[src/hw/sram_ctrl_pkg.sv]
package sram_ctrl_pkg;

    localparam int DATA_W     = 32;
    localparam int CHK_W      = 7;
    localparam int ADDR_W     = 32;
    localparam int ROW_W      = 14;
    localparam int ROW_LSB    = 3;
    localparam int ROW_MSB    = ROW_LSB + ROW_W - 1;
    localparam int LANE_BIT   = 2;
    localparam int LANES      = 2;
    localparam int DATA_COL_W = 3;
    localparam int ADDR_COL_W = 5;
    localparam int ADDR_COL_N = 21;

    localparam logic [2:0] SIZE_BYTE  = 3'h0;
    localparam logic [2:0] SIZE_HALF  = 3'h1;
    localparam logic [2:0] SIZE_WORD  = 3'h2;
    localparam logic [2:0] SIZE_DWORD = 3'h3;

    // 20 MHz system clock; the array needs a wait state above 80 MHz
    localparam logic [31:0] SYS_CLK_HZ    = 32'h0131_2D00;
    localparam logic [31:0] NO_WS_MAX_HZ  = 32'h04C4_B400;
    localparam logic        ARRAY_WS      = (SYS_CLK_HZ > NO_WS_MAX_HZ);

    typedef struct packed {
        logic [CHK_W-1:0]  chk;
        logic [DATA_W-1:0] data;
    } code_word_t;

    typedef struct packed {
        logic                   en;
        logic [LANES-1:0]       we;
        logic [ROW_W-1:0]       row;
        code_word_t [LANES-1:0] wdata;
    } array_req_t;

    typedef struct packed {
        logic              check_en;
        logic              inject_en;
        logic [DATA_W-1:0] inj_data;
        logic [CHK_W-1:0]  inj_chk;
    } ecc_cfg_t;

    typedef struct packed {
        logic              single;
        logic              dbl;
        logic              write;
        logic [ADDR_W-1:0] addr;
        logic [CHK_W-1:0]  syndrome;
    } ecc_evt_t;

    function automatic logic [LANES-1:0] lane_mask(input logic dword,
                                                   input logic lane);
        return dword ? 2'h3 : (lane ? 2'h2 : 2'h1);
    endfunction : lane_mask

    function automatic logic [3:0] byte_mask(input logic [2:0] size,
                                             input logic [1:0] lsb);
        logic [3:0] m;
        m = 4'h0;
        if (size == SIZE_BYTE) begin
            m = 4'(4'h1 << lsb);
        end else if (size == SIZE_HALF) begin
            m = lsb[1] ? 4'hC : 4'h3;
        end else begin
            m = 4'hF;
        end
        return m;
    endfunction : byte_mask

endpackage : sram_ctrl_pkg

[src/hw/sram_array_controller.sv]
`timescale 1ns/100ps
module sram_array_controller
    import sram_ctrl_pkg::*;
(
    input  wire logic                               clk,
    input  wire logic                               sys_rst,
    input  wire logic                               hsel,
    input  wire logic [31:0]                        haddr,
    input  wire logic [1:0]                         htrans,
    input  wire logic                               hwrite,
    input  wire logic [2:0]                         hsize,
    input  wire logic [63:0]                        hwdata,
    input  wire logic                               hready,
    output logic                                    hreadyout,
    output logic                                    hresp,
    output logic      [63:0]                        hrdata,
    output sram_ctrl_pkg::array_req_t               array_req,
    input  wire sram_ctrl_pkg::code_word_t [1:0]    array_rdata,
    input  wire sram_ctrl_pkg::ecc_cfg_t            ecc_cfg,
    output sram_ctrl_pkg::ecc_evt_t                 ecc_evt,
    output logic                                    fault_dbl
);

    typedef enum logic [2:0] {
        S_IDLE, S_RD_ISSUE, S_RD_DATA, S_WR, S_RMW_WR, S_ERR
    } state_t;

    state_t             state;
    state_t             next_state;
    logic [31:0]        dp_addr;
    logic [2:0]         dp_size;
    logic               hi_pend;
    logic [ROW_W-1:0]   hi_row;
    code_word_t         hi_word;
    ecc_evt_t           next_evt;

    logic               accept;
    logic               lane;
    logic               dword;
    logic               sub;
    logic               go;
    logic               rd_bad;
    logic               rmw_bad;
    logic               el;
    logic [LANES-1:0]   used;
    logic [LANES-1:0]   sg;
    logic [LANES-1:0]   db;
    logic [3:0]         bm;
    logic               chk_state;
    code_word_t [1:0]   cw;
    logic [31:0]        corr [LANES];
    logic [31:0]        wr_data [LANES];
    logic [CHK_W-1:0]   enc_chk [LANES];
    logic [31:0]        dec_data [LANES];
    logic [CHK_W-1:0]   dec_syn [LANES];
    logic [LANES-1:0]   dec_sgl;
    logic [LANES-1:0]   dec_dbl;

    // only non-sequential and sequential transfers are taken
    assign accept = hsel && htrans[1] && hready;
    // row from address, lane from word bit
    assign lane   = dp_addr[LANE_BIT];
    assign dword  = (dp_size == SIZE_DWORD);
    assign sub    = (dp_size < SIZE_WORD);
    assign bm     = byte_mask(dp_size, dp_addr[1:0]);
    assign used   = lane_mask(dword, lane);

    for (genvar l = 0; l < LANES; l++) begin : g_lane
        logic [31:0] waddr;
        assign waddr = {dp_addr[31:3], 1'(l), 2'h0};
        // decode with the word's full bus address
        sram_ecc_codec u_dec (
            .data_in    (array_rdata[l].data),
            .addr_in    (waddr),
            .chk_in     (array_rdata[l].chk),
            .chk_out    (),
            .data_out   (dec_data[l]),
            .syndrome   (dec_syn[l]),
            .single_err (dec_sgl[l]),
            .double_err (dec_dbl[l])
        );
        // encode each written word with its address
        sram_ecc_codec u_enc (
            .data_in    (wr_data[l]),
            .addr_in    (waddr),
            .chk_in     (7'h00),
            .chk_out    (enc_chk[l]),
            .data_out   (),
            .syndrome   (),
            .single_err (),
            .double_err ()
        );
        assign corr[l] = ecc_cfg.check_en ? dec_data[l] : array_rdata[l].data;
        // merge new bytes into the corrected old word
        assign wr_data[l] = (state == S_RMW_WR)
            ? ((hwdata[32*l +: 32] & {{8{bm[3]}}, {8{bm[2]}},
                                      {8{bm[1]}}, {8{bm[0]}}})
               | (corr[l] & ~{{8{bm[3]}}, {8{bm[2]}},
                              {8{bm[1]}}, {8{bm[0]}}}))
            : hwdata[32*l +: 32];
        // deliberate fault insertion on the stored word
        assign cw[l].data = wr_data[l]
            ^ (ecc_cfg.inject_en ? ecc_cfg.inj_data : 32'h0000_0000);
        assign cw[l].chk  = enc_chk[l]
            ^ (ecc_cfg.inject_en ? ecc_cfg.inj_chk : 7'h00);
        assign hrdata[32*l +: 32] = corr[l];
    end

    assign chk_state = (state == S_RD_DATA) || (state == S_RMW_WR);
    assign sg = dec_sgl & used & {LANES{ecc_cfg.check_en && chk_state}};
    assign db = dec_dbl & used & {LANES{ecc_cfg.check_en && chk_state}};
    assign el = !(sg[0] || db[0]);
    assign rd_bad  = (state == S_RD_DATA) && (|db);
    assign rmw_bad = (state == S_RMW_WR) && (|db);

    // Array port: pending high word always wins, so it never starves
    always_comb begin
        array_req       = '0;
        array_req.row   = dp_addr[ROW_MSB:ROW_LSB];
        array_req.wdata = cw;
        go              = 1'b0;
        if (hi_pend) begin
            // second word write of a 64-bit store
            array_req.en       = 1'b1;
            array_req.we       = 2'h2;
            array_req.row      = hi_row;
            array_req.wdata[1] = hi_word;
        end else begin
            unique case (state)
                S_RD_ISSUE: begin
                    array_req.en = 1'b1;
                    go           = 1'b1;
                end
                S_WR: begin
                    array_req.en = 1'b1;
                    array_req.we = sub ? 2'h0 : lane_mask(1'b0, lane);
                    go           = 1'b1;
                end
                S_RMW_WR: begin
                    array_req.en = !rmw_bad;
                    array_req.we = rmw_bad ? 2'h0 : lane_mask(1'b0, lane);
                    go           = 1'b1;
                end
                S_IDLE, S_RD_DATA, S_ERR: begin
                    // early read only when no array wait is needed
                    if (accept && !hwrite && !ARRAY_WS) begin
                        array_req.en  = 1'b1;
                        array_req.row = haddr[ROW_MSB:ROW_LSB];
                    end
                end
            endcase
        end
    end

    // ready and error answer of each data phase
    always_comb begin
        hreadyout = 1'b1;
        hresp     = 1'b0;
        unique case (state)
            S_IDLE:     hreadyout = 1'b1;
            S_RD_ISSUE: hreadyout = 1'b0;
            S_RD_DATA: begin
                hreadyout = !rd_bad;
                hresp     = rd_bad;
            end
            // word and double-word writes finish with no wait unless a pending high-word write holds the port
            S_WR:       hreadyout = go && !sub;
            S_RMW_WR: begin
                hreadyout = go && !rmw_bad;
                hresp     = rmw_bad;
            end
            S_ERR:      hresp = 1'b1;
        endcase
    end

    always_comb begin
        next_state = state;
        unique case (state)
            S_RD_ISSUE: if (go) next_state = S_RD_DATA;
            S_RD_DATA:  if (rd_bad) next_state = S_ERR;
            // sub-word write reads the old word first
            S_WR:       if (go && sub) next_state = S_RMW_WR;
            S_RMW_WR:   if (rmw_bad) next_state = S_ERR;
            S_IDLE, S_ERR: next_state = state;
        endcase
        if (hreadyout) begin
            if (!accept) begin
                next_state = S_IDLE;
            end else if (hwrite) begin
                next_state = S_WR;
            end else if (array_req.en && !hi_pend && (state == S_IDLE
                     || state == S_RD_DATA || state == S_ERR)) begin
                next_state = S_RD_DATA;
            end else begin
                next_state = S_RD_ISSUE;
            end
        end
    end

    always_comb begin
        next_evt          = '0;
        // event report toward the status module
        next_evt.single   = |sg;
        next_evt.dbl      = |db;
        next_evt.write    = (state == S_RMW_WR);
        next_evt.addr     = {dp_addr[31:3], el, 2'h0};
        next_evt.syndrome = dec_syn[el];
    end

    always_ff @(posedge clk) begin
        if (sys_rst) begin
            state   <= S_IDLE;
            dp_addr <= 32'h0000_0000;
            dp_size <= SIZE_BYTE;
        end else begin
            state <= next_state;
            if (accept) begin
                dp_addr <= haddr;
                dp_size <= hsize;
            end
        end
    end

    always_ff @(posedge clk) begin
        if (sys_rst) begin
            hi_pend <= 1'b0;
            hi_row  <= '0;
            hi_word <= '0;
        end else begin
            // hold the high word for the following cycle
            hi_pend <= (state == S_WR) && go && dword;
            hi_row  <= dp_addr[ROW_MSB:ROW_LSB];
            hi_word <= cw[1];
        end
    end

    always_ff @(posedge clk) begin
        if (sys_rst) begin
            ecc_evt   <= '0;
            fault_dbl <= 1'b0;
        end else begin
            ecc_evt   <= next_evt;
            // double error also flagged to the fault unit
            fault_dbl <= next_evt.dbl;
        end
    end

endmodule : sram_array_controller

[src/hw/sram_ecc_codec.sv]
`timescale 1ns/100ps
module sram_ecc_codec
    import sram_ctrl_pkg::*;
(
    input  wire logic [sram_ctrl_pkg::DATA_W-1:0] data_in,
    input  wire logic [sram_ctrl_pkg::ADDR_W-1:0] addr_in,
    input  wire logic [sram_ctrl_pkg::CHK_W-1:0]  chk_in,
    output logic      [sram_ctrl_pkg::CHK_W-1:0]  chk_out,
    output logic      [sram_ctrl_pkg::DATA_W-1:0] data_out,
    output logic      [sram_ctrl_pkg::CHK_W-1:0]  syndrome,
    output logic                                  single_err,
    output logic                                  double_err
);

    // Odd-weight columns: weight 3 for data, weight 5 for address bits
    function automatic logic [CHK_W-1:0] ecc_col(input int idx,
                                                 input int weight);
        int               n;
        logic [CHK_W-1:0] col;
        n   = 0;
        col = '0;
        for (int v = 1; v < 128; v++) begin
            if ($countones(7'(v)) == weight) begin
                if (n == idx) begin
                    col = 7'(v);
                end
                n++;
            end
        end
        return col;
    endfunction : ecc_col

    logic [CHK_W-1:0]  dcol [DATA_W];
    logic [CHK_W-1:0]  acol [ADDR_W];
    logic [DATA_W-1:0] flip;

    for (genvar g = 0; g < DATA_W; g++) begin : g_col
        assign dcol[g] = ecc_col(g, DATA_COL_W);
        assign acol[g] = ecc_col(g % ADDR_COL_N, ADDR_COL_W);
    end

    always_comb begin
        chk_out = '0;
        flip    = '0;
        // seven check bits over data and address
        for (int i = 0; i < DATA_W; i++) begin
            if (data_in[i]) chk_out = chk_out ^ dcol[i];
        end
        for (int j = 0; j < ADDR_W; j++) begin
            if (addr_in[j]) chk_out = chk_out ^ acol[j];
        end
        syndrome = chk_out ^ chk_in;
        for (int i = 0; i < DATA_W; i++) begin
            flip[i] = (syndrome == dcol[i]);
        end
    end

    // correct single, flag double errors
    // An address-column syndrome never matches data, so it counts as double
    assign single_err = (^syndrome)
        && ((|flip) || ($countones(syndrome) == 1));
    assign double_err = (|syndrome) && !single_err;
    assign data_out   = data_in ^ flip;

endmodule : sram_ecc_codec

[config.mk]
export PLATFORM = sky130hd
export DESIGN_NAME = sram_array_controller
export DESIGN_NICKNAME = d
export VERILOG_FILES = /design/src/hw/sram_ctrl_pkg.sv /design/src/hw/sram_array_controller.sv /design/src/hw/sram_ecc_codec.sv
export SDC_FILE = /design/constraint.sdc
export NUM_CORES = 1
export LEC_CHECK = 0
export ABC_CLOCK_PERIOD_IN_PS = 8210
export BUFFER_PORTS_ARGS = -buffer_cell sky130_fd_sc_hd__clkbuf_2
export CORE_AREA = 2 2 126 251
export DETAILED_ROUTE_END_ITERATION = 6
export DIE_AREA = 0 0 128 253
export PLACE_DENSITY_LB_ADDON = 0.3
export RECOVER_POWER = 25
export SYNTH_ARGS = -nofsm -noshare
export SYNTH_HDL_FRONTEND = slang
export SYNTH_SLANG_ARGS = --single-unit
[constraint.sdc]
create_clock -name clk -period 8.21 [get_ports clk]
set_clock_uncertainty 0.15 [all_clocks]
set_input_delay 1.642 -clock clk [delete_from_list [all_inputs] [get_ports clk]]
set_output_delay 1.642 -clock clk [all_outputs]
set_load 0.02 [all_outputs]
==> out/metrics.yaml, run 1 <==
status:
  outcome: "complete, but fails checks"
  violations: "max-capacitance violations, max-slew violations"
synthesis:
  synth_xor_area_share_pct: 40.7
  synthArstFlopShare_pct: 0
  syn_avg_cell_area_um2: 8.59
  synth_compound_area_share_pct: 10.2
  synth_top_family_by_area: "XOR/XNOR gates"
  synth_seq_cells: 118
  synth_ff_type: "dfxtp_1"
  synthCells: 1578
  yosys_warnings: 0
  synth_edf_count: 0
  synth_seq_area_share_pct: 17.4
  synthAdderAreaFrac_pct: 3.01
  muxShareOfSynthArea_pct: 5.53
  synth.cell_area_mm2: 0.0135
  synth_simple_gate_area_share_pct: 16.8
  yosys.cell_types.count: 68
floorplan:
  start_util_pct: 44.4
  dieArea_mm2: 0.0324
  rows: 91
  die_w_um: 128
  ioPinCount: 429
  die_h_um: 253
  core_area_mm2: 0.0305
hold_path:
  hp-class: "reg2reg"
  min_from: "dp_addr[0]"
drt:
  drt-pass1-iter-count: 7
  drtAntennaViolNets: 0
  wirelength_um: 55900
  drc: 0
  route.vias.total: 13549
  wl_per_cell_um: 22.5
  vias_per_cell: 5.46
  first_iter_violations: 1071
grt:
  gr-total-overflow: 0
  track_usage_pct: 33.2
  grt_pass1_wl_um: 78900
  met2_usage_pct: 57.4
  antenna_found_initial: 2
  grtUsageMet3_pct: 5.01
  grt_max_degree: 70
  grt_use_met1_pct: 37.1
  grt_pass1_vias: 13003
  busiest_layer: "met2"
timing:
  rsz0062_at_grt: "true"
  hold_viol_final: 0
  slew_headroom_pct: -48.2
  worstMarginPinSlew_ns: 2.22
  slew_violations: 53
  timing.final.ws_setup_ns: 0.0116
  fin_crit_sh_pct: 99.9
  setup_viol: 0
  fmax_ghz: 0.122
  period_minus_slack_ns: 8.20
setup_path:
  r2r-start: "dp_addr[20]"
  crit_type: "in2out"
  cp_data_arrival_time_ns: 6.41
  worstPathRequired_ns: 6.42
  crit_path_start_kind: "input port"
  crit_fanout: 3
  critPathLaunch: "array_rdata[42]"
  regToRegSetupSlack_ns: 2.34
  end_kind: "output pin"
clocking:
  clk-insertion-delay-late_ns: 0.44
  cts_root_buf: "clkbuf_16"
  cts.sinks: 118
  clockBufferDepth: 2
  cts_tree: "done"
  cts-buffers-inserted: 17
  clk_pin_slew_worst_paths_ns: 0.05
  cts.htree.levels: 4
  cts_hold_buf: 0
final_layout:
  layout_commonest_cell: "clkbuf_2"
  final_cell_mix: "clkbuf_2 (384), xnor2_1 (313), buf_4 (208)"
  finish.instance_area_mm2: 0.0180
  syn_to_final_growth_pct: 33.0
  drive_above_1_share_pct: 36.7
  fin_nets: 2350
placed_design:
  dpl_cell_area_mm2: 0.0170
  finalWeightedCongestion: 1.00
  pre_cts_slack_ns: -0.535
  dpl.hpwl_um: 46400
  port_buffers: 425
run:
  cap_violations: 1
power:
  vdd_drop_max_mv: 0.486
  leakage_nw: 8.16
  power_density_mw_per_mm2: 435
==> critical path: stages <==
cell and delay (ns):
clkbuf_2 0.13, xnor2_2 0.15, xnor2_1 0.13, xnor2_1 0.14
buf_4 0.16, xnor2_1 0.21, xnor2_1 0.20, xnor2_1 0.20
inv_1 0.13, ha_4 0.25, fa_1 0.55, inv_2 0.05
ha_4 0.15, inv_2 0.05, fa_2 0.43, nand2_1 0.07
nor2_1 0.05, a41oi_2 0.20, o21ai_2 0.12, o311ai_2 0.33
o31ai_4 0.16, o22ai_4 0.16, buf_6 0.13, o21bai_1 0.05
a2111o_1 0.38, clkbuf_8 0.16
==> metal layers <==
metal | routed length [um] | up-vias
met4 | 4230 | 2
li1 | - | 6285
met3 | 4160 | 164
met2 | 27400 | 796
met1 | 20100 | 6302
met5 | 13 | -
==> flip-flops by register name, summed over array words and instances, names as in the netlist <==
register / cells
dp_addr: 32
dp_size: 3
ecc_evt: 26
fault_dbl: 1
hi_pend: 1
hi_row: 13
hi_word: 39
state: 3
==> power breakdown <==
part           switching (mW)  total, mW  internal [mW]
registers              0.0329      0.665          0.632
clock network           0.311      0.826          0.515
logic                    3.57       6.34           2.77
==> cell type report <==
class | count | area [um^2]
Antenna cell | 1 | 2.50
Clock buffer | 17 | 425
Clock inverter | 15 | 214
Fill cell | 2788 | 12500
Inverter | 36 | 135
Multi-Input combinational cell | 1288 | 10700
Sequential cell | 118 | 2360
Tap cell | 372 | 465
Timing Repair Buffer | 635 | 3720
==> through the flow <==
step | hold WS [ns] | total power, mW | setup TNS [ns] | cells | util [%]
floorplan | 0.304 | 4.27 | 0 | 1579 | -
global placement | 0.321 | 6.11 | -1.73 | 2445 | 55.7
detailed placement | 0.330 | 6.20 | -2.20 | 2445 | 55.7
CTS | 0.339 | 7.25 | 0 | 2478 | 58.1
global route | 0.361 | 8.30 | -0.491 | 2482 | 59.1
finish | 0.337 | 7.83 | 0 | 2482 | 59.1
==> Yosys cell counts, types with 12 or more instances <==
library cell / number / area [um^2]
mux2_2: 46 / 518
xor2_1: 99 / 867
nor2_1: 81 / 304
nand2_1: 202 / 758
clkbuf_1: 65 / 244
o31ai_1: 26 / 195
ha_1: 23 / 288
xnor3_1: 64 / 1440
or4_1: 22 / 165
buf_2: 22 / 110
inv_1: 33 / 124
buf_4: 42 / 315
a21oi_1: 47 / 235
or3_1: 18 / 113
mux2i_1: 22 / 220
dfxtp_1: 118 / 2360
a31oi_1: 38 / 238
nor3_1: 12 / 60.1
xnor2_1: 330 / 2890
nor2b_1: 70 / 438
nand3_1: 17 / 85.1
o21ai_0: 42 / 210
==> path summary, 6_finish.rpt <==
kind,depth (start not counted),end
setup / recovery,26,array_req[94]
hold / removal,2,dp_addr[0]
setup reg to reg,24,state[2]
hold reg to reg,2,dp_addr[0]
==> cell families (layout without fill, tap and decap cells) <==
family,count (synthesis),after routing
xor gates and xnor gates,508,508
adders and majority gates,29,29
DFF,118,118
and+or+nand+nor,471,471
AOI/OAI and AO/OA,209,209
muxes,69,69
buffers and inverters,173,703
other,1,3
==> repair_timing <==
action | CTS | global route
setup buffers | 2 | 5
setup endpoints to repair | 5 | 12
resized for setup | 18 | 58
pin swaps | 18 | 11
cloned | 0 | 0
Power figures use the tool's default switching activity.
==> run 2: changes to the inputs <==
--- a/config.mk
+++ b/config.mk
@@ -7,9 +7,11 @@
 export LEC_CHECK = 0
 export ABC_CLOCK_PERIOD_IN_PS = 8210
 export BUFFER_PORTS_ARGS = -buffer_cell sky130_fd_sc_hd__clkbuf_2
-export CORE_AREA = 2 2 126 251
+export CELL_PAD_IN_SITES_DETAIL_PLACEMENT = 0
+export CELL_PAD_IN_SITES_GLOBAL_PLACEMENT = 1
+export CORE_AREA = 2 2 143 284
 export DETAILED_ROUTE_END_ITERATION = 6
-export DIE_AREA = 0 0 128 253
+export DIE_AREA = 0 0 145 286
 export PLACE_DENSITY_LB_ADDON = 0.3
 export RECOVER_POWER = 25
 export SYNTH_ARGS = -nofsm -noshare
==> run 2 against run 1 <==
  * The run ends with max-capacitance violations, max-slew violations, negative setup slack left
  * Final cell count increased by 9.2%
  * Highest routed layer is now met4
  * Core utilization decreased by 11 points
  * Flip-flop and latch count unchanged
  * Register-to-register slack got worse by 0.41 ns
  * Die area rose by 28%
  * Combinational power up 14%
  * Sequential power fell by 0.6%
  * Largest cell class unchanged
  * Via count grew 0.38%
  * Routed wire length increased by 16%
  * Maximum frequency decreased by 0.39%
  * Worst setup slack got worse by 0.032 ns
==> out/metrics.yaml, run 2 (synthesis gave the netlist of run 1 again) <==
placed_design:
  dpl.cell_count: 2655  # +8.6%
  port_buffers: 425  # unchanged
  dpl.hpwl_um: 54900  # +18%
  finalWeightedCongestion: 1.00  # about the same
power:
  p_int_mw: 4.43  # +13%
  power.share.clock_pct: 9.4  # -1.1 points
  p_sw_share_pct: 49.2  # -0.79 points
  leakage_nw: 8.56  # +4.9%
  p_sw_mw: 4.29  # +9.6%
  p_seq_share_pct: 7.6  # -0.9 points
  pwr-share-comb_pct: 83.0  # +2.0 points
  power_density_mw_per_mm2: 459  # +5.5%
  vdd_drop_max_mv: 0.358  # -26%
setup_path:
  r2r_cells: 22  # -8.3%
  crit_path_start_kind: "input port"
  regToRegSetupSlack_ns: 1.93  # -0.41 ns
  r2r-start: "dp_addr[24]"
  crit_type: "in2out"
  worstPathRequired_ns: 6.42  # about the same
  end_kind: "output pin"
  r2r-end: "ecc_evt[4]"
  cp_data_arrival_time_ns: 6.44  # +0.03 ns
  crit_fanout: 3  # unchanged
final_layout:
  fin_nets: 2425  # +3.2%
  drive_above_1_share_pct: 40.2  # +3.5 points
  final_cell_mix: "clkbuf_2 (368), xnor2_1 (297), buf_4 (284)"
  regMostFlops: "hi_word"
  largestRegisters: "hi_word: 39 flops, dp_addr: 32 flops, ecc_evt: 26 flops"
  syn_to_final_growth_pct: 40.3
  largest_register_ffs: 39  # unchanged
  n_fill_cell: 3940  # +41%
  finalNonFillerCells: 2710  # +9.2%
  layout_commonest_cell: "clkbuf_2"
drt:
  drt-pass1-iter-count: 5  # -2
  drtAntennaViolNets: 0  # unchanged
  wirelength_um: 64900  # +16%
  wl_per_cell_um: 23.9  # +6.2%
  drc: 0  # unchanged
  route.vias.total: 13600  # +0.38%
  vias_per_cell: 5.02  # -8.1%
  first_iter_violations: 571  # -47%
timing:
  fin_setup_tns_ns: -0.0205  # -0.0205 ns
  hold_viol_final: 0  # unchanged
  fin_crit_sh_pct: 100  # +0.39 points
  fmax_ghz: 0.122  # -0.39%
  timing.final.ws_setup_ns: -0.0205  # -0.0321 ns
  rsz0062_at_grt: "true"
  setup_viol: 1  # +1
  hold_slack_ns: 0.334  # -0.00290 ns
  slew_violations: 123  # +130%
  slew_headroom_pct: -131  # -83 points
  period_minus_slack_ns: 8.23  # +0.0321 ns
  worstMarginPinSlew_ns: 3.47  # +1.24 ns
floorplan:
  die_h_um: 286  # +13%
  start_util_pct: 34.5  # -9.9 points
  rows: 103  # +13%
  dieArea_mm2: 0.0415  # +28%
  die_w_um: 145  # +13%
  ioPinCount: 429  # unchanged
  core_area_mm2: 0.0393  # +29%
clocking:
  cts-buffers-inserted: 17  # unchanged
  clockBufferDepth: 2  # unchanged
  clk_pin_slew_worst_paths_ns: 0.06  # about the same
  clk-insertion-delay-late_ns: 0.46  # +0.02 ns
  cts.sinks: 118  # unchanged
  cts.htree.levels: 4  # unchanged
  cts_hold_buf: 0  # unchanged
  cts_tree: "done"
  cts_root_buf: "clkbuf_16"
grt:
  antenna_found_initial: 1  # -1
  grt_pass1_wl_um: 92200  # +17%
  grt_pass1_vias: 13924  # +7.1%
  track_usage_pct: 30.4  # -2.8 points
  gr-total-overflow: 0  # unchanged
  grt_max_degree: 77  # +10%
status:
  outcome: "complete, but fails checks"
  violations: "max-capacitance violations, max-slew violations, negative setup slack"
hold_path:
  min_to: "dp_addr[0]"
  min_from: "dp_addr[0]"
  hp-class: "reg2reg"
  hold_depth: 2  # unchanged
run:
  cap_violations: 2  # +1
==> run 2: timing repair <==
| item | CTS | global route |
|---|---|---|
| endpoints found under the setup margin | 8 | 12 |
| pin swaps | 12 | 54 |
| cloned | 0 | 1 |
| buffers inserted | 4 | 17 |
| resized for setup | 18 | 117 |
==> run 2: worst max path at each step <==
stage,from,endpoint
finish,array_rdata[27],array_req[94]
global route,array_rdata[51],array_req[94]
CTS,array_rdata[58],array_req[94]
detailed placement,array_rdata[43],array_req[92]
floorplan,array_rdata[70],array_req[92]
global placement,array_rdata[43],array_req[92]
==> run 2: cell type report <==
cell class                      count  area, um^2  area share (%)
Antenna cell                        1        2.50          0.0132
Clock buffer                       18         439            2.31
Clock inverter                     14         174           0.915
Inverter                           36         139           0.731
Multi-Input combinational cell   1288       10900            57.5
Sequential cell                   118        2360            12.4
Tap cell                          525         657            3.46
Timing Repair Buffer              709        4300            22.6
Timing Repair inverter              1        7.51          0.0395
==> run 2: per-stage QoR <==
stage / setup slack, ns / total power, mW / cell area [um^2] / util, %
2_1_floorplan: 0.0159 / 4.27 / 13600 / -
3_3_place_gp: -0.421 / 6.39 / 17600 / 44.8
3_5_place_dp: -0.435 / 6.47 / 17600 / 44.8
4_1_cts: -0.00311 / 7.66 / 18400 / 46.7
5_1_grt: -0.209 / 9.22 / 19000 / 48.4
6_report: -0.0205 / 8.72 / 19000 / 48.4
==> run 2: worst max-delay path: stages <==
cell and delay [ns]:
buf_6 0.10, xor2_2 0.17, xnor2_1 0.13, buf_4 0.16, xnor2_4 0.20, xor2_1 0.19, xnor2_1 0.16, xnor3_1 0.28
xnor2_2 0.19, ha_4 0.31, inv_2 0.04, fa_1 0.51, ha_2 0.19, inv_2 0.04, fa_2 0.39, a21oi_2 0.14
nor2_1 0.06, o41a_1 0.45, buf_12 0.16, o22ai_4 0.23, o21bai_1 0.11, a2111o_1 0.43, clkbuf_8 0.16
==> run 2: power groups by stage <==
stage / sequential, mW / combinational, mW / clock, mW
floorplan: 0.683 / 3.59 / 0
global placement: 0.670 / 5.72 / 0
detailed placement: 0.673 / 5.80 / 0
CTS: 0.661 / 6.17 / 0.833
global route: 0.667 / 7.70 / 0.852
finish: 0.661 / 7.24 / 0.819
==> run 2: layer usage <==
layer	up-vias	global-route usage, %	wire length (um)
li1	6425	-	-
met1	6444	29.5	21800
met2	552	57.2	34400
met3	179	4.50	2850
met4	0	23.8	5760
met5	-	0	0
